### src/rtl/atssr_map.vh
// register indexes, bit positions, reset values and codes of the shadow status bank
`ifndef ATSSR_MAP_VH
`define ATSSR_MAP_VH

// register indexes (byte address is four times the index)
`define ATSSR_IDX_DRIVE_SELECT  6'h36
`define ATSSR_IDX_STATUS_CMD    6'h37
`define ATSSR_IDX_STATUS_SHADOW 6'h38
`define ATSSR_IDX_SHADOW_ERROR  6'h39
`define ATSSR_IDX_FW_CONTROL    6'h3c
`define ATSSR_IDX_PACKET_STATUS 6'h3d
`define ATSSR_IDX_COMPL_STATUS  6'h3e
`define ATSSR_IDX_SHADOW_CTL    6'h3f

// host status bit positions
`define ATSSR_STA_BSY   7
`define ATSSR_STA_DRDY  6
`define ATSSR_STA_DSC   4
`define ATSSR_STA_CORR  2
`define ATSSR_STA_CHECK 0

// shadow status / shadow error bit positions
`define ATSSR_SHS_CHECK 0
`define ATSSR_SHE_ABORT 2

// shadow drive control bit positions and writable mask
`define ATSSR_SDC_ENABLE   6
`define ATSSR_SDC_LATCH    5
`define ATSSR_SDC_SEL_DURH 2
`define ATSSR_SDC_SEL_AFTH 1
`define ATSSR_SDC_SEL_AFTS 0
`define ATSSR_SDC_WMASK    8'h27

// firmware control bit positions
`define ATSSR_FWC_CLR_BSY  0
`define ATSSR_FWC_SET_BSY  1
`define ATSSR_FWC_SIG_INIT 4

// reset values and codes
`define ATSSR_RST_DRIVE_SELECT 8'h00
`define ATSSR_RST_STATUS_HARD  8'h80
`define ATSSR_RST_ZERO         8'h00
`define ATSSR_OPC_DIAG         8'h90

`endif

### src/rtl/atssr_top.v
// shadow status, drive select, command latch and shadow drive control bank
//
// The APB register port is this design's own decision.
`timescale 1ns/100ps
`default_nettype none
`include "atssr_map.vh"
module atssr_top
#(
  parameter ADDR_W = 8
)
(
  input  wire              clk,                     // system clock, 125 MHz
  input  wire              rst,                     // chip reset, active high
  input  wire              psel,                    // apb select
  input  wire              penable,                 // apb enable
  input  wire              pwrite,                  // apb direction
  input  wire [ADDR_W-1:0] paddr,                   // apb byte address
  input  wire [31:0]       pwdata,                  // apb write data
  output reg  [31:0]       prdata,                  // apb read data
  output reg               pready,                  // apb ready
  output reg               pslverr,                 // apb error, unmapped
  input  wire              host_reset,              // host reset level
  input  wire              soft_reset,              // soft reset level
  input  wire              firmware_reset,          // firmware reset level
  input  wire              host_cmd_wr,             // host command write pulse
  input  wire [7:0]        host_cmd_data,           // host opcode
  input  wire              host_dsel_wr,            // host drive select write pulse
  input  wire [7:0]        host_dsel_data,          // host drive select data
  input  wire              auto_packet_active,      // automatic packet transfer
  input  wire              auto_status_active,      // automatic status completion
  input  wire              master_drive_config,     // drive strapped as master
  input  wire              drive_active_pin,        // drive active pin level
  output reg  [7:0]        host_status_q,           // host visible status
  output reg  [7:0]        host_drive_select_q,     // drive select to host
  output reg  [7:0]        host_shadow_status_q,    // shadow status to host
  output reg  [7:0]        host_shadow_error_q,     // shadow error to host
  output reg               shadow_drive_enable_q,   // shadow emulation on
  output reg               drive_active_out_enable_q // drive active output enable
);

  // ------------------------------------------------------------
  // apb decode
  // ------------------------------------------------------------
  wire [ADDR_W-3:0] idx = paddr[ADDR_W-1:2];
  wire              acc = psel & penable & pready;
  wire              wr  = acc & pwrite;
  wire [7:0]        wd  = pwdata[7:0];

  wire sel_dsel = (idx == `ATSSR_IDX_DRIVE_SELECT);
  wire sel_sc   = (idx == `ATSSR_IDX_STATUS_CMD);
  wire sel_ss   = (idx == `ATSSR_IDX_STATUS_SHADOW);
  wire sel_se   = (idx == `ATSSR_IDX_SHADOW_ERROR);
  wire sel_fc   = (idx == `ATSSR_IDX_FW_CONTROL);
  wire sel_pk   = (idx == `ATSSR_IDX_PACKET_STATUS);
  wire sel_cs   = (idx == `ATSSR_IDX_COMPL_STATUS);
  wire sel_sd   = (idx == `ATSSR_IDX_SHADOW_CTL);
  wire mapped   = sel_dsel | sel_sc | sel_ss | sel_se | sel_fc | sel_pk
                | sel_cs | sel_sd;

  wire wr_dsel = wr & sel_dsel;
  wire wr_sta  = wr & sel_sc;
  wire wr_ss   = wr & sel_ss;
  wire wr_se   = wr & sel_se;
  wire wr_fc   = wr & sel_fc;
  wire wr_pk   = wr & sel_pk;
  wire wr_cs   = wr & sel_cs;
  wire wr_sd   = wr & sel_sd;

  // ------------------------------------------------------------
  // event decode
  // ------------------------------------------------------------
  wire hard_rst = rst | host_reset;
  wire diag_cmd = host_cmd_wr & (host_cmd_data == `ATSSR_OPC_DIAG);
  wire sig_init = wr_fc & wd[`ATSSR_FWC_SIG_INIT];
  wire fw_clr   = wr_fc & wd[`ATSSR_FWC_CLR_BSY];
  wire fw_set   = wr_fc & wd[`ATSSR_FWC_SET_BSY];
  wire hrst_end;
  wire srst_end;

  atssr_fall_det u_hrst_end
  (
    .clk   (clk),
    .rst   (rst),
    .level (host_reset),
    .fall  (hrst_end)
  );

  atssr_fall_det u_srst_end
  (
    .clk   (clk),
    .rst   (rst),
    .level (soft_reset),
    .fall  (srst_end)
  );

  // ------------------------------------------------------------
  // drive select
  // ------------------------------------------------------------
  reg [7:0] drive_select_q;
  reg [7:0] drive_select_d;

  always @*
  begin
    drive_select_d = drive_select_q;
    if (hard_rst || soft_reset || diag_cmd)
      drive_select_d = `ATSSR_RST_DRIVE_SELECT;
    else if (host_dsel_wr)
      drive_select_d = host_dsel_data;
    else if (wr_dsel)
      drive_select_d = wd;
    // signature init absent from the load terms
  end

  always @(posedge clk)
  begin
    if (rst)
      drive_select_q <= `ATSSR_RST_DRIVE_SELECT;
    else
      drive_select_q <= drive_select_d;
  end

  // ------------------------------------------------------------
  // command latch
  // ------------------------------------------------------------
  reg [7:0] command_latch_q;

  always @(posedge clk)
  begin
    if (host_cmd_wr)
      command_latch_q <= host_cmd_data;
  end

  // ------------------------------------------------------------
  // host status
  // ------------------------------------------------------------
  reg [7:0] status_q;
  reg [7:0] status_d;

  always @*
  begin
    status_d = status_q;
    if (hard_rst)
      // all but msb cleared, busy raised
      status_d = `ATSSR_RST_STATUS_HARD;
    else if (soft_reset || diag_cmd)
    begin
      // keep bit 4, busy raised by the reset
      status_d = {1'b1, 2'b00, status_q[`ATSSR_STA_DSC], 4'h0};
    end
    else if (sig_init)
    begin
      status_d = {status_q[`ATSSR_STA_BSY], 2'b00, status_q[`ATSSR_STA_DSC], 4'h0};
    end
    else
    begin
      if (wr_sta)
        status_d[6:0] = wd[6:0];
      // busy set wins over clear
      if (host_cmd_wr || fw_set)
        status_d[`ATSSR_STA_BSY] = 1'b1;
      else if (fw_clr)
        status_d[`ATSSR_STA_BSY] = 1'b0;
      // firmware reset clears corr and check
      if (firmware_reset)
      begin
        status_d[`ATSSR_STA_CORR]  = 1'b0;
        status_d[`ATSSR_STA_CHECK] = 1'b0;
      end
    end
  end

  always @(posedge clk)
  begin
    if (rst)
      status_q <= `ATSSR_RST_STATUS_HARD;
    else
      status_q <= status_d;
  end

  // ------------------------------------------------------------
  // automatic status sources
  // ------------------------------------------------------------
  wire [7:0] packet_status;
  wire [7:0] compl_status;
  wire [7:0] shadow_error;

  atssr_byte_reg u_packet_status
  (
    .clk     (clk),
    .rst     (rst),
    .clr     (host_reset),
    .we      (wr_pk),
    .wdata   (wd),
    .value_q (packet_status)
  );

  // completion bits cleared by chip, host, firmware reset
  atssr_byte_reg u_compl_status
  (
    .clk     (clk),
    .rst     (rst),
    .clr     (host_reset | firmware_reset),
    .we      (wr_cs),
    .wdata   (wd),
    .value_q (compl_status)
  );

  atssr_byte_reg
  #(
    .WMASK (8'h04),
    .RSTV  (`ATSSR_RST_ZERO)
  )
  u_shadow_error
  (
    .clk     (clk),
    .rst     (rst),
    .clr     (host_reset),
    .we      (wr_se),
    .wdata   (wd),
    .value_q (shadow_error)
  );

  reg [7:0] host_view;

  always @*
  begin
    host_view = status_q;
    if (auto_packet_active)
      host_view[`ATSSR_STA_DSC] = packet_status[`ATSSR_STA_DSC];
    if (auto_status_active)
    begin
      host_view[`ATSSR_STA_DRDY] = compl_status[`ATSSR_STA_DRDY];
      host_view[`ATSSR_STA_CORR]  = compl_status[`ATSSR_STA_CORR];
      host_view[`ATSSR_STA_CHECK] = compl_status[`ATSSR_STA_CHECK];
    end
  end

  // ------------------------------------------------------------
  // shadow check bit
  // ------------------------------------------------------------
  reg shadow_check_q;

  always @(posedge clk)
  begin
    // cleared by chip or host reset and by each command write without a same cycle firmware write
    if (hard_rst)
      shadow_check_q <= 1'b0;
    else if (wr_ss)
      // firmware set wins over a same cycle command write
      shadow_check_q <= wd[`ATSSR_SHS_CHECK];
    else if (host_cmd_wr)
      shadow_check_q <= 1'b0;
  end

  // ------------------------------------------------------------
  // shadow drive control
  // ------------------------------------------------------------
  wire [7:0] sdc_sel;
  reg        shadow_enable_q;
  reg        after_hrst_q;
  reg        after_srst_q;

  // only latch and select bits are writable
  // latch cleared by chip or host reset
  atssr_byte_reg
  #(
    .WMASK (`ATSSR_SDC_WMASK),
    .RSTV  (`ATSSR_RST_ZERO)
  )
  u_shadow_ctl
  (
    .clk     (clk),
    .rst     (rst),
    .clr     (1'b0),
    .we      (wr_sd | host_reset),
    .wdata   (host_reset ? (sdc_sel & 8'h06) : wd),
    .value_q (sdc_sel)
  );

  always @(posedge clk)
  begin
    if (rst)
      shadow_enable_q <= 1'b0;
    else if (master_drive_config && !sdc_sel[`ATSSR_SDC_LATCH])
      shadow_enable_q <= drive_active_pin;
  end

  always @(posedge clk)
  begin
    if (rst || host_reset)
    begin
      after_hrst_q <= 1'b0;
      after_srst_q <= 1'b0;
    end
    else
    begin
      if (hrst_end)
        after_hrst_q <= 1'b1;
      if (soft_reset)
        after_srst_q <= 1'b0;
      else if (srst_end)
        after_srst_q <= 1'b1;
    end
  end

  // ------------------------------------------------------------
  // host side outputs
  // ------------------------------------------------------------
  always @(posedge clk)
  begin
    if (rst)
    begin
      host_status_q             <= `ATSSR_RST_STATUS_HARD;
      host_drive_select_q       <= `ATSSR_RST_DRIVE_SELECT;
      host_shadow_status_q      <= `ATSSR_RST_STATUS_HARD;
      host_shadow_error_q       <= `ATSSR_RST_ZERO;
      shadow_drive_enable_q     <= 1'b0;
      drive_active_out_enable_q <= 1'b0;
    end
    else
    begin
      host_status_q        <= host_view;
      host_drive_select_q  <= drive_select_q;
      host_shadow_status_q <= {status_q[`ATSSR_STA_BSY], 6'h00, shadow_check_q};
      host_shadow_error_q  <= shadow_error;
      shadow_drive_enable_q <= shadow_enable_q;
      // during host reset; after host reset; after soft reset
      drive_active_out_enable_q <=
          (sdc_sel[`ATSSR_SDC_SEL_DURH] & host_reset)
        | (sdc_sel[`ATSSR_SDC_SEL_AFTH] & after_hrst_q)
        | (sdc_sel[`ATSSR_SDC_SEL_AFTS] & after_srst_q);
    end
  end

  // ------------------------------------------------------------
  // apb read and handshake
  // ------------------------------------------------------------
  reg [7:0] rd_byte;

  always @*
  begin
    rd_byte = 8'h00;
    case (1'b1)
      sel_dsel: rd_byte = drive_select_q;
      sel_sc:   rd_byte = command_latch_q;
      sel_ss:   rd_byte = host_view;
      sel_se:   rd_byte = shadow_error;
      sel_fc:   rd_byte = {3'b000, auto_status_active, auto_packet_active,
                           master_drive_config, after_hrst_q, after_srst_q};
      sel_pk:   rd_byte = packet_status;
      sel_cs:   rd_byte = compl_status;
      sel_sd:   rd_byte = {1'b0, shadow_enable_q, sdc_sel[5], 2'b00, sdc_sel[2:0]};
      default:  rd_byte = 8'h00;
    endcase
  end

  // answer in the first access cycle, no wait states
  always @(posedge clk)
  begin
    if (rst)
    begin
      pready  <= 1'b0;
      pslverr <= 1'b0;
      prdata  <= 32'h0000_0000;
    end
    else
    begin
      pready  <= psel & ~penable;
      pslverr <= psel & ~penable & ~mapped;
      if (psel && !penable && !pwrite)
        prdata <= {24'h00_0000, rd_byte};
    end
  end

endmodule
`default_nettype wire

### src/rtl/atssr_byte_reg.v
// byte register with write strobe, bit write mask and synchronous clear
`timescale 1ns/100ps
`default_nettype none
module atssr_byte_reg
#(
  parameter [7:0] WMASK = 8'hff,
  parameter [7:0] RSTV  = 8'h00
)
(
  input  wire       clk,    // system clock
  input  wire       rst,    // chip reset
  input  wire       clr,    // synchronous clear to reset value
  input  wire       we,     // write strobe
  input  wire [7:0] wdata,  // write data
  output reg  [7:0] value_q // stored value
);
  always @(posedge clk)
  begin
    if (rst || clr)
      value_q <= RSTV;
    else if (we)
      value_q <= (wdata & WMASK) | (value_q & ~WMASK);
  end
endmodule
`default_nettype wire

### src/rtl/atssr_fall_det.v
// falling edge detector for a reset level
`timescale 1ns/100ps
`default_nettype none
module atssr_fall_det
(
  input  wire clk,    // system clock
  input  wire rst,    // chip reset
  input  wire level,  // watched level
  output wire fall    // one cycle pulse after level drops
);
  reg level_q;

  always @(posedge clk)
  begin
    if (rst)
      level_q <= 1'b0;
    else
      level_q <= level;
  end

  assign fall = level_q & ~level;
endmodule
`default_nettype wire

### config.mk
export PLATFORM = sky130hd
export DESIGN_NAME = atssr_top
export DESIGN_NICKNAME = d
export VERILOG_FILES = /design/src/rtl/atssr_top.v /design/src/rtl/atssr_byte_reg.v /design/src/rtl/atssr_fall_det.v
export VERILOG_INCLUDE_DIRS = /design/src /design/src/rtl
export SDC_FILE = /design/constraint.sdc
export NUM_CORES = 1
export LEC_CHECK = 0
export ABC_AREA = 1
export BUFFER_PORTS_ARGS = -buffer_cell sky130_fd_sc_hd__buf_2
export CAP_MARGIN = 10
export CORE_AREA = 2 2 97 99
export CTS_CLUSTER_DIAMETER = 80
export CTS_CLUSTER_SIZE = 20
export DETAILED_ROUTE_END_ITERATION = 8
export DIE_AREA = 0 0 99 101
export GPL_ROUTABILITY_DRIVEN = 0
export PLACE_DENSITY_LB_ADDON = 0.2
export SLEW_MARGIN = 30
export SYNTH_ARGS = -nofsm -noshare
export SYNTH_HDL_FRONTEND = slang
export SYNTH_SLANG_ARGS = --single-unit
### constraint.sdc
create_clock -name clk -period 1.4 [get_ports clk]
set_input_delay 0.21 -clock clk [delete_from_list [all_inputs] [get_ports clk]]
set_output_delay 0.21 -clock clk [all_outputs]
set_load 0.02 [all_outputs]
Word-level counts from Yosys, hierarchy flattened
Index checks and enable logic that the tools add are counted.
{"block": "totals", "reg_bits": 106, "inputBits": 70, "output_inout_bits": 68, "elab_cells": 119}
{"block": "op_classes", "eq_ne": 9, "n_mux": 19, "n_bitwise": 42, "reduce_logical": 23}
{"op": "8-bit two-way mux", "count": 9}
{"op": "6-bit equality test (second input constant)", "count": 8}
{"op": "1-bit bitwise AND", "count": 22}
{"op": "1-bit bitwise OR", "count": 12}
{"op": "8-bit equality test (second input constant)", "count": 1}
{"op": "1-bit two-way mux", "count": 8}
{"op": "3-bit by 8-bit bitwise OR with 8-bit output", "count": 1}
{"op": "6-bit by 8-bit bitwise OR with 8-bit output", "count": 1}
{"op": "7-bit two-way mux", "count": 1}
{"op": "1-bit logical OR", "count": 6}
{"op": "6-bit two-way mux", "count": 1}
{"op": "1-bit NOT", "count": 6}
{"op": "2-bit nonzero test", "count": 3}
{"op": "2-bit OR reduction", "count": 3}
{"op": "5-bit OR reduction", "count": 1}
{"op": "4-bit OR reduction", "count": 1}
{"op": "1-bit logical AND", "count": 3}
{"op": "1-bit zero test", "count": 3}
{"op": "3-bit AND reduction", "count": 1}
{"op": "3-bit OR reduction", "count": 1}
{"op": "2-bit AND reduction", "count": 1}

Depth between registers and ports, before layout
Gate-level depths: netlist of the first run.
{"block": "depth", "ltp_word": 10, "ltp_mapped": 10}

Modules after synthesis
From an unflattened synthesis of the first run, not the netlist that was laid out.
{"block": "unflattened", "hier_cells": 628, "area_unflattened_um2": 4389.2}
{"module": "atssr_top", "instances": 1, "cells_per_inst": 470, "area_per_inst_um2": 3285.7, "seq_area_each_um2": 1381.3}
{"module": "atssr_byte_reg at u_compl_status ...", "instances": 2, "cells_per_inst": 51, "area_per_inst_um2": 357.8, "seq_area_each_um2": 160.2}
{"module": "atssr_byte_reg at u_shadow_ctl", "instances": 1, "cells_per_inst": 31, "area_per_inst_um2": 211.5, "seq_area_each_um2": 80.1}
{"module": "atssr_byte_reg at u_shadow_error", "instances": 1, "cells_per_inst": 15, "area_per_inst_um2": 101.3, "seq_area_each_um2": 20.0}
{"module": "atssr_fall_det", "instances": 2, "cells_per_inst": 5, "area_per_inst_um2": 37.5, "seq_area_each_um2": 20.0}

Worst setup path before layout of the first run
No wires, ideal clock.
{"block": "synth_timing", "path_type": "flip-flop to flip-flop", "start": "register pready", "end": "register drive_select_q[4]", "setup_ps": 66, "arrival_time_ps": 1269, "required_time_ps": 1334, "path_slack_ps": 64, "stages_incl_launch_ff": 8, "path_buffers": 1, "synth_period_minus_slack_ps": 1336, "path_cell_list": "dfxtp_1 -> nand4_4 -> inv_1 -> nand2_4 -> nand2_4 -> buf_6 -> o21ai_1 -> a21oi_2"}
{"block": "synth_via", "elab_chain_len": 4}
{"item": "start, declared", "line": "atssr_top.v:20", "text": "output reg pready,"}
{"item": "start signal, assigned", "line": "atssr_top.v:368", "text": "pready <= psel & ~penable;"}
{"item": "1-bit bitwise AND", "line": "atssr_top.v:45", "text": "wire acc = psel & penable & pready;"}
{"item": "1-bit bitwise AND", "line": "atssr_top.v:46", "text": "wire wr = acc & pwrite;"}
{"item": "1-bit bitwise AND", "line": "atssr_top.v:60", "text": "wire wr_dsel = wr & sel_dsel;"}
{"item": "2-bit nonzero test (no line)"}
{"item": "end signal, assigned", "line": "atssr_top.v:117", "text": "drive_select_q <= `ATSSR_RST_DRIVE_SELECT;"}
{"item": "end signal, assigned", "line": "atssr_top.v:119", "text": "drive_select_q <= drive_select_d;"}
{"item": "end, declared", "line": "atssr_top.v:99", "text": "reg [7:0] drive_select_q;"}
No other way between the ends.
A chain may end at the register's enable or synchronous reset.

Worst setup path in the final report of the first run
{"block": "layout_timing", "start": "register pready", "end": "register u_shadow_ctl.value_q[1]"}
{"block": "layout_via", "elab_chain_len": 4}
{"item": "1-bit bitwise AND", "line": "atssr_top.v:45"}
{"item": "1-bit bitwise AND", "line": "atssr_top.v:46"}
{"item": "1-bit bitwise AND", "line": "atssr_top.v:67", "text": "wire wr_sd = wr & sel_sd;"}
{"item": "1-bit bitwise OR", "line": "atssr_top.v:275", "text": ".we (wr_sd | host_reset),"}
{"item": "end signal, assigned", "line": "atssr_byte_reg.v:22", "text": "value_q <= (wdata & WMASK) | (value_q & ~WMASK);"}
{"item": "end, declared", "line": "atssr_byte_reg.v:15", "text": "output reg [7:0] value_q"}
No other way between the ends.

==> metrics.cfg, run 1 <==
[timing]
fmax_mhz=778.4
post-route-period-util_pct=91.76
setup_viol_count_final=0
min_period_ns=1.285
layout_setup_ws_ns=0.1153
hold_viol=0
fin_skew_ns=0.008282
slew_viol_final=0
whs_ns=0.03920

[floorplanning]
dieHeight_microns=101
die_w_microns=99
placementRows=35
start_util_pct=41.24
core_sq_um=8977
die_area_sq_um=9999
io_pins=138

[drt]
ant_nets=0
via_per_inst=4.717
first_pass_iters=5
drt_iter0_markers=125
vias=3311
drc=0
detail_route.wl_per_cell_microns=13.73
drt_wl_total_mm=9.638

[run]
drv_cap=0

[final_layout]
insertedDiodeCount=0
final_nets=656
area_growth_pct=20.45
drive_above_1_share_pct=27.07

[logic_synthesis]
synth_area_sq_um=3702
synthTopCellsByCount=83 x nand2_1, 73 x dfxtp_1, 57 x nor2_1
synthCells=480
async_reset_ff_share_pct=0
ys_ff_latch=81
ys_seq_area_share_pct=45.96
syn_avg_cell_area_sq_um=7.713
yosys.area.top_type=dfxtp_1
synth_edf_count=8
synth_most_common_cell=nand2_1
synth_top_area_share_pct=39.47
synthTopCellsByArea=dfxtp_1 39%, nand2_1 8.4%, buf_4 7.9%, edfxtp_1 6.5%, nor2_1 5.8%
yosys_warnings=0
synthFlopType=dfxtp_1
yosysUniqueCellTypes=37

[worst_setup_path]
worst_setup_path_start_kind=flip-flop
required_ns=1.69
arrival_ns=1.58
endpoint_kind=flip-flop
slowest_stage=dfxtp_2
crit_chain=nand4_4 -> inv_1 -> nand2_1 -> nor2_4 -> o21ai_0 -> a21oi_1
cp_max_fo=6
crit_path_max_incr_delay_ns=0.35
path_class=flip-flop to flip-flop

[grt]
grt_util_all_layers_pct=19.89
grt_start_max_net_pins=32
grt.overflow.total=0
grt_pass1_wl_mm=15.27
first_global_vias=3083
antenna_found_initial=0

[hold_path]
hold_path_class=input port to flip-flop

[clock_tree]
clockRootBuffer=clkbuf_8
clkTransAtPathRegs_ns=0.08
numCtsBuffers=9
insertion_delay_ns=0.36
htreeDepth=3
holdBufCountCts=0
numClockSinks=81
tritoncts=built
cts_buffer_depth=2

[power]
p_sw_uw=1234
p_clk_share_pct=38.3
seqPwrFrac_pct=51.8
p_int_uw=3417
ir_drop_uv=421.2
swShare_pct=26.53
p_leak_uw=0.002069
power_density_nw_per_um2=1043
combPwrFrac_pct=10.0

[outcome]
status=complete, no violations

[placed_design]
pre_cts_ws_ns=-0.03551
place_hpwl_mm=7.736
io_buffers=74

==> power by group through the flow <==
stage	logic [uW]	registers [uW]	clock network [uW]
after floorplan	322	2470	0
after global placement	458	2460	0
after detailed placement	461	2460	0
after CTS	462	2410	1810
after global routing	509	2410	1910
final	464	2410	1780
==> cell usage in the layout (no fill, tap or decap), types with 2 or more instances in the layout <==
master,instances
a21oi_1,42
buf_2,74
or2_2,2
o21ai_1,5
inv_6,2
inv_1,54
nor2_2,6
clkbuf_8,10
nor2_1,57
edfxtp_1,8
nor2_4,6
buf_4,30
nand2_2,5
dfxtp_1,72
nand3_2,2
nand3_1,19
nor3_1,8
o21ai_0,32
conb_1,37
clkinv_4,2
a211oi_1,2
a31oi_1,2
nand2_4,3
inv_2,7
nand4_1,5
nand2_1,83
a21oi_2,3
==> state kept, by name (all words and copies together) (netlist names), 4 cells and up <==
signal                   cells
u_shadow_ctl.value_q         4
host_status_q                8
u_packet_status.value_q      8
drive_select_q               8
command_latch_q              8
u_compl_status.value_q       8
host_drive_select_q          8
prdata                       8
status_q                     8
==> cells by family after synthesis <==
family | count (synthesis) | synth area share, %
and+or+nand+nor | 199 | 25.28
AOI/OAI and AO/OA | 92 | 13.55
DFF | 81 | 45.96
buffers and inverters | 107 | 15.11
other | 1 | 0.1013
==> per-layer routing <==
layer | vias up | part of all wire [%] | track usage [%]
met1 | 1478 | 46 | 25.96
met3 | 17 | 7.6 | 6.033
met2 | 137 | 44 | 30.67
met5 | - | 0 | 0
li1 | 1679 | - | -
met4 | 0 | 2.5 | 8.325
==> layout make-up <==
class,count,area [sq um]
sequential,81,1703
multi-input combinational,328,1577
inverter,62,235.2
clock inverter,6,72.57
clock buffer,10,137.6
tap,111,138.9
timing repair buffer,104,595.6
fill,918,4518
==> worst max-delay path, delay by kind of cell (launching register included) <==
family	cells	cell delay, ns
and+or+nand+nor	3	0.45
DFF	1	0.35
AOI/OAI and AO/OA	2	0.20
buffers and inverters	1	0.19
==> timing repair <==
item,4_1_cts,5_1_grt
gates resized for setup,0,2
endpoints found under the setup margin,0,15
setup buffers,0,0
==> final timing paths <==
kind	start	endpoint	slack (ns)	cells after the start
hold / removal	host_cmd_data[7]	command_latch_q[7]	0.04	1
hold reg to reg	shadow_check_q	host_shadow_status_q[0]	0.42	2
setup reg to reg	pready	u_shadow_ctl.value_q[1]	0.12	6
setup / recovery	pready	u_shadow_ctl.value_q[1]	0.12	6
==> metrics by stage <==
step                util (%)  area (sq um)   TNS [ns]  total power [uW]  instances
CTS                    49.66          4458          0              4677        702
global route           49.67          4459  -0.008422              4835        702
floorplan                  -          3837          0              2795        516
global placement       47.32          4248   -0.03057              2919        686
detailed placement     47.32          4248   -0.05685              2922        686
finish                 49.67          4459          0              4651        702
Power figures use the tool's default switching activity.
==> inputs of run 2 (changes only) <==
- CTS_CLUSTER_SIZE: 20 -> 10
- REMOVE_ABC_BUFFERS: unset -> 1
==> run 2 against run 1 <==
- combinational power decreased by 3%
- power is 6.2% higher
- sequential share of layout area down 0.15 points
- non-clock buffer count shrank 4
- register-to-register slack worse by 0.04 ns
==> metrics.cfg, run 2 (same netlist as run 1, synthesis figures left out) <==
[worst_setup_path]
endpoint_kind=flip-flop
crit_buf_inv=1  ; unchanged
arrival_ns=1.61  ; +0.03 ns
slowest_stage=dfxtp_1
path_class=flip-flop to flip-flop
critPathTopFamily=simple AND/OR/NAND/NOR gates
crit_path_max_incr_delay_ns=0.37  ; +0.02 ns
cp_max_fo=6  ; unchanged
crit_chain=nand4_4 -> inv_1 -> nand2_1 -> nor2_4 -> o21ai_0 -> a21oi_1
worst_setup_path_start_kind=flip-flop
required_ns=1.69  ; about the same

[outcome]
status=complete, no violations

[timing]
post-route-period-util_pct=94.48  ; +2.7 points
slew_viol_final=0  ; unchanged
whs_ns=0.04181  ; +0.002613 ns
min_period_ns=1.323  ; +0.03809 ns
setup_viol_count_final=0  ; unchanged
rsz0062_at_grt=yes
fmax_mhz=756.0  ; -2.9%
hold_viol=0  ; unchanged
fin_skew_ns=0.006639  ; -0.001643 ns

[clock_tree]
numClockSinks=81  ; unchanged
clkTransAtPathRegs_ns=0.09  ; about the same
post_cts_buffers=0  ; unchanged
numCtsBuffers=9  ; unchanged
tritoncts=built
htreeDepth=3  ; unchanged
clockRootBuffer=clkbuf_8
cts_buffer_depth=2  ; unchanged
post_cts_resized=0  ; unchanged
holdBufCountCts=0  ; unchanged
insertion_delay_ns=0.35  ; about the same

[grt]
grt_start_max_net_pins=18  ; -44%
grt.overflow.total=0  ; unchanged
grt_pass1_wl_mm=15.03  ; -1.6%
first_global_vias=3043  ; -1.3%
grt_util_all_layers_pct=19.64  ; -0.25 points
antenna_found_initial=0  ; unchanged

[floorplanning]
die_area_sq_um=9999  ; unchanged
dieHeight_microns=101  ; unchanged
die_w_microns=99  ; unchanged
io_pins=138  ; unchanged
start_util_pct=41.24  ; unchanged
core_sq_um=8977  ; unchanged
placementRows=35  ; unchanged

[final_layout]
insertedDiodeCount=0  ; unchanged
final_area_sq_um=4473  ; +0.31%
fin_util_pct=49.83  ; +0.15 points
final_common_cell=nand2_1
final_cells=698  ; -0.57%
final_nets=652  ; -0.61%
drive_above_1_share_pct=26.06  ; -1.0 points
nFillCells=893  ; -2.7%
final_cell_mix=83 x nand2_1, 74 x buf_2, 73 x dfxtp_1
area_growth_pct=20.82

[drt]
drt_iter0_markers=218  ; +74%
detail_route.wl_per_cell_microns=13.78  ; +0.35%
vias=3273  ; -1.1%
drc=0  ; unchanged
drt_wl_total_mm=9.617  ; -0.22%
ant_nets=0  ; unchanged
first_pass_iters=6  ; +1
via_per_inst=4.689  ; -0.58%

[placed_design]
dp_cells=682  ; -0.58%
dpl_cell_area_sq_um=4230  ; -0.41%
place_hpwl_mm=7.538  ; -2.6%
io_buffers=74  ; unchanged

[hold_path]
hold_path_class=input port to flip-flop

[power]
p_leak_uw=0.002067  ; about the same
power_density_nw_per_um2=1105  ; +5.9%
ir_drop_uv=548.8  ; +30%
total_power_uw=4941  ; +6.2%

[run]
drv_cap=0  ; unchanged

[run 2: cell count changes in the layout (fill, tap and decap cells not counted), sizes merged]
cell / change
buf: -4
bufinv: +2
inv: -1
clkinv: -1
[run 2: cell type report]
class / instances / area (sq um) / share of cell area (%)
Clock inverter: 6 / 115.1 / 2.573
Multi-Input combinational cell: 328 / 1577 / 35.24
Clock buffer: 10 / 127.6 / 2.853
Sequential cell: 81 / 1702 / 38.04
Timing Repair Buffer: 100 / 578.1 / 12.92
Tap cell: 111 / 138.9 / 3.105
Inverter: 62 / 235.2 / 5.259
[run 2: per-layer routing]
metal / vias to the layer above / track usage, % / part of all wire, %
li1: 1676 / - / -
met1: 1470 / 25.70 / 45
met2: 117 / 31.96 / 47
met3: 10 / 4.785 / 7.4
met4: 0 / 6.428 / 1.1
met5: - / 0 / 0
[run 2: worst reg2reg max path, cell delays in order (launching register included)]
cell and delay [ns]:
dfxtp_1 0.37, nand4_4 0.13, inv_1 0.23, nand2_1 0.15, nor2_4 0.16, o21ai_0 0.10, a21oi_1 0.12
[run 2: worst paths after layout]
check | startpoint | to | slack, ns | cells after the start
max | pready | u_shadow_ctl.value_q[1] | 0.08 | 6
min reg2reg | shadow_check_q | host_shadow_status_q[0] | 0.44 | 2
min | host_cmd_data[0] | command_latch_q[0] | 0.04 | 1
max reg2reg | pready | u_shadow_ctl.value_q[1] | 0.08 | 6
[run 2: per-stage QoR]
step | setup WS (ns) | setup TNS [ns]
2_1_floorplan | -0.01545 | -0.01545
3_3_place_gp | 0.004220 | 0
3_5_place_dp | -0.02062 | -0.1118
4_1_cts | 0.08767 | 0
5_1_grt | -0.001899 | -0.002119
6_report | 0.07724 | 0
[run 2: where the power goes]
part	internal [uW]	switching (uW)
clock	1200	890
combinational	132	319
sequential	2390	18.9
==> inputs of run 3 (changes only) <==
- CORE_AREA: 2 2 97 99 -> 2 2 112 87
- DIE_AREA: 0 0 99 101 -> 0 0 114 89
==> run 3 against run 2 <==
- design area grew 2.9%
- sequential power is essentially flat
- worst hold slack gained 0.025 ns
- wire length grew 7.7%
- global-route usage grew 1.6 points
- non-clock buffer count grew 8
- core utilization grew 1.7 points
- sequential share of layout area shrank 1.1 points
- final cell count grew 1.3%
==> metrics.cfg, run 3 (same netlist as run 1, synthesis figures left out) <==
[floorplanning]
io_pins=138  ; unchanged
placementRows=30  ; -14%
dieHeight_microns=89  ; -12%
die_w_microns=114  ; +15%
core_sq_um=8934  ; -0.49%
start_util_pct=41.44  ; +0.20 points
die_area_sq_um=10150  ; +1.5%

[drt]
top_layer=met4
wl_met3_microns=901  ; +27%
met1_length_mm=4.905  ; +14%
detail_route.wl_per_cell_microns=14.65  ; +6.3%
first_pass_iters=5  ; -1
drt_wl_total_mm=10.36  ; +7.7%
ant_nets=0  ; unchanged
drc=0  ; unchanged
vias=3425  ; +4.6%
dr_wl_met2_mm=4.411  ; -1.6%
drt_iter0_markers=252  ; +16%
via_per_inst=4.844  ; +3.3%

[timing]
finalSetupTns_ns=0  ; unchanged
slew_viol_final=0  ; unchanged
fin_skew_ns=0.005315  ; -0.001324 ns
fmax_mhz=780.2  ; +3.2%
post-route-period-util_pct=91.55  ; -2.9 points
min_period_ns=1.282  ; -0.04111 ns
setup_viol_count_final=0  ; unchanged
hold_viol=0  ; unchanged
rsz0062_at_grt=no

[final_layout]
final_common_cell=nand2_1
final_nets=660  ; +1.2%
fin_util_pct=51.53  ; +1.7 points
area_growth_pct=24.33
insertedDiodeCount=0  ; unchanged
drive_above_1_share_pct=27.56  ; +1.5 points
final_cell_mix=82 x nand2_1, 74 x buf_2, 73 x dfxtp_1
final_cells=707  ; +1.3%
nFillCells=874  ; -2.1%

[power]
p_leak_uw=0.002131  ; +3.1%
ir_drop_uv=626.4  ; +14%
power_density_nw_per_um2=1130  ; +2.3%

[worst_setup_path]
endpoint_kind=flip-flop
rr_worst_depth=6  ; unchanged
cp_max_fo=5  ; -1
arrival_ns=1.50  ; -0.11 ns
worst_setup_path_start_kind=flip-flop
path_class=flip-flop to flip-flop
required_ns=1.62  ; -0.07 ns

[grt]
first_global_vias=3193  ; +4.9%
antenna_found_initial=0  ; unchanged
grt_util_all_layers_pct=21.21  ; +1.6 points
grt_start_max_net_pins=19  ; +1
grt.overflow.total=0  ; unchanged
grt_pass1_wl_mm=16.21  ; +7.9%

[clock_tree]
insertion_delay_ns=0.33  ; -0.02 ns
cts_buffer_depth=2  ; unchanged
clkTransAtPathRegs_ns=0.06  ; -0.03 ns
clockRootBuffer=clkbuf_16
numCtsBuffers=9  ; unchanged
htreeDepth=3  ; unchanged
tritoncts=built
holdBufCountCts=0  ; unchanged
post_cts_buffers=0  ; unchanged
numClockSinks=81  ; unchanged

[run]
drv_cap=0  ; unchanged

[placed_design]
io_buffers=74  ; unchanged
place_hpwl_mm=8.166  ; +8.3%
dp_cells=691  ; +1.3%

[hold_path]
hold_path_class=input port to flip-flop
hold_depth=1  ; unchanged

[outcome]
status=complete, no violations

-- run 3: report_power, final --
part | internal (uW) | total, uW | switching, uW
clock network | 1370 | 2310 | 947
registers | 2390 | 2410 | 19.6
logic | 143 | 479 | 335
-- run 3: timing repair --
action,4_1_cts,5_1_grt
endpoints found under the hold margin,0,0
resized for setup,0,5
endpoints found under the setup margin,0,8
-- run 3: per-stage QoR --
stage	hold slack [ns]	total power (uW)	setup slack, ns	area [sq um]
3_3_place_gp	0.4011	2925	-0.01004	4292
3_5_place_dp	0.4067	2931	-0.03853	4292
4_1_cts	0.06288	5232	0.08201	4592
6_report	0.06681	5202	0.1184	4603
5_1_grt	0.06116	5374	0.01412	4603
2_1_floorplan	0.2791	2698	-0.01545	3513
-- run 3: metal layers --
metal	vias up	GRT usage, %
met5	-	0
met4	0	5.543
met3	13	5.424
met2	155	32.25
met1	1562	30.24
li1	1695	-
-- run 3: final cells by class --
| class | instances | area (sq um) | area share (%) |
|---|---|---|---|
| tap | 112 | 140.1 | 3.044 |
| timing repair buffer | 108 | 641.9 | 13.94 |
| multi-input combinational | 328 | 1584 | 34.41 |
| clock inverter | 4 | 32.53 | 0.7067 |
| inverter | 62 | 235.2 | 5.110 |
| clock buffer | 12 | 267.8 | 5.817 |
| sequential | 81 | 1702 | 36.97 |
-- run 3: worst max-delay path, stage by stage, from the launching register on --
cell	delay [ns]
dfxtp_1	0.36
nand4_4	0.15
buf_12	0.17
nor2_1	0.14
nand2_1	0.12
nand3_1	0.16
a21oi_1	0.06
-- run 3: worst paths after layout --
kind,startpoint,endpoint,slack [ns]
min reg2reg,shadow_check_q,host_shadow_status_q[0],0.42
min,host_cmd_data[6],command_latch_q[6],0.07
max reg2reg,pready,status_q[0],0.12
max,pready,status_q[0],0.12
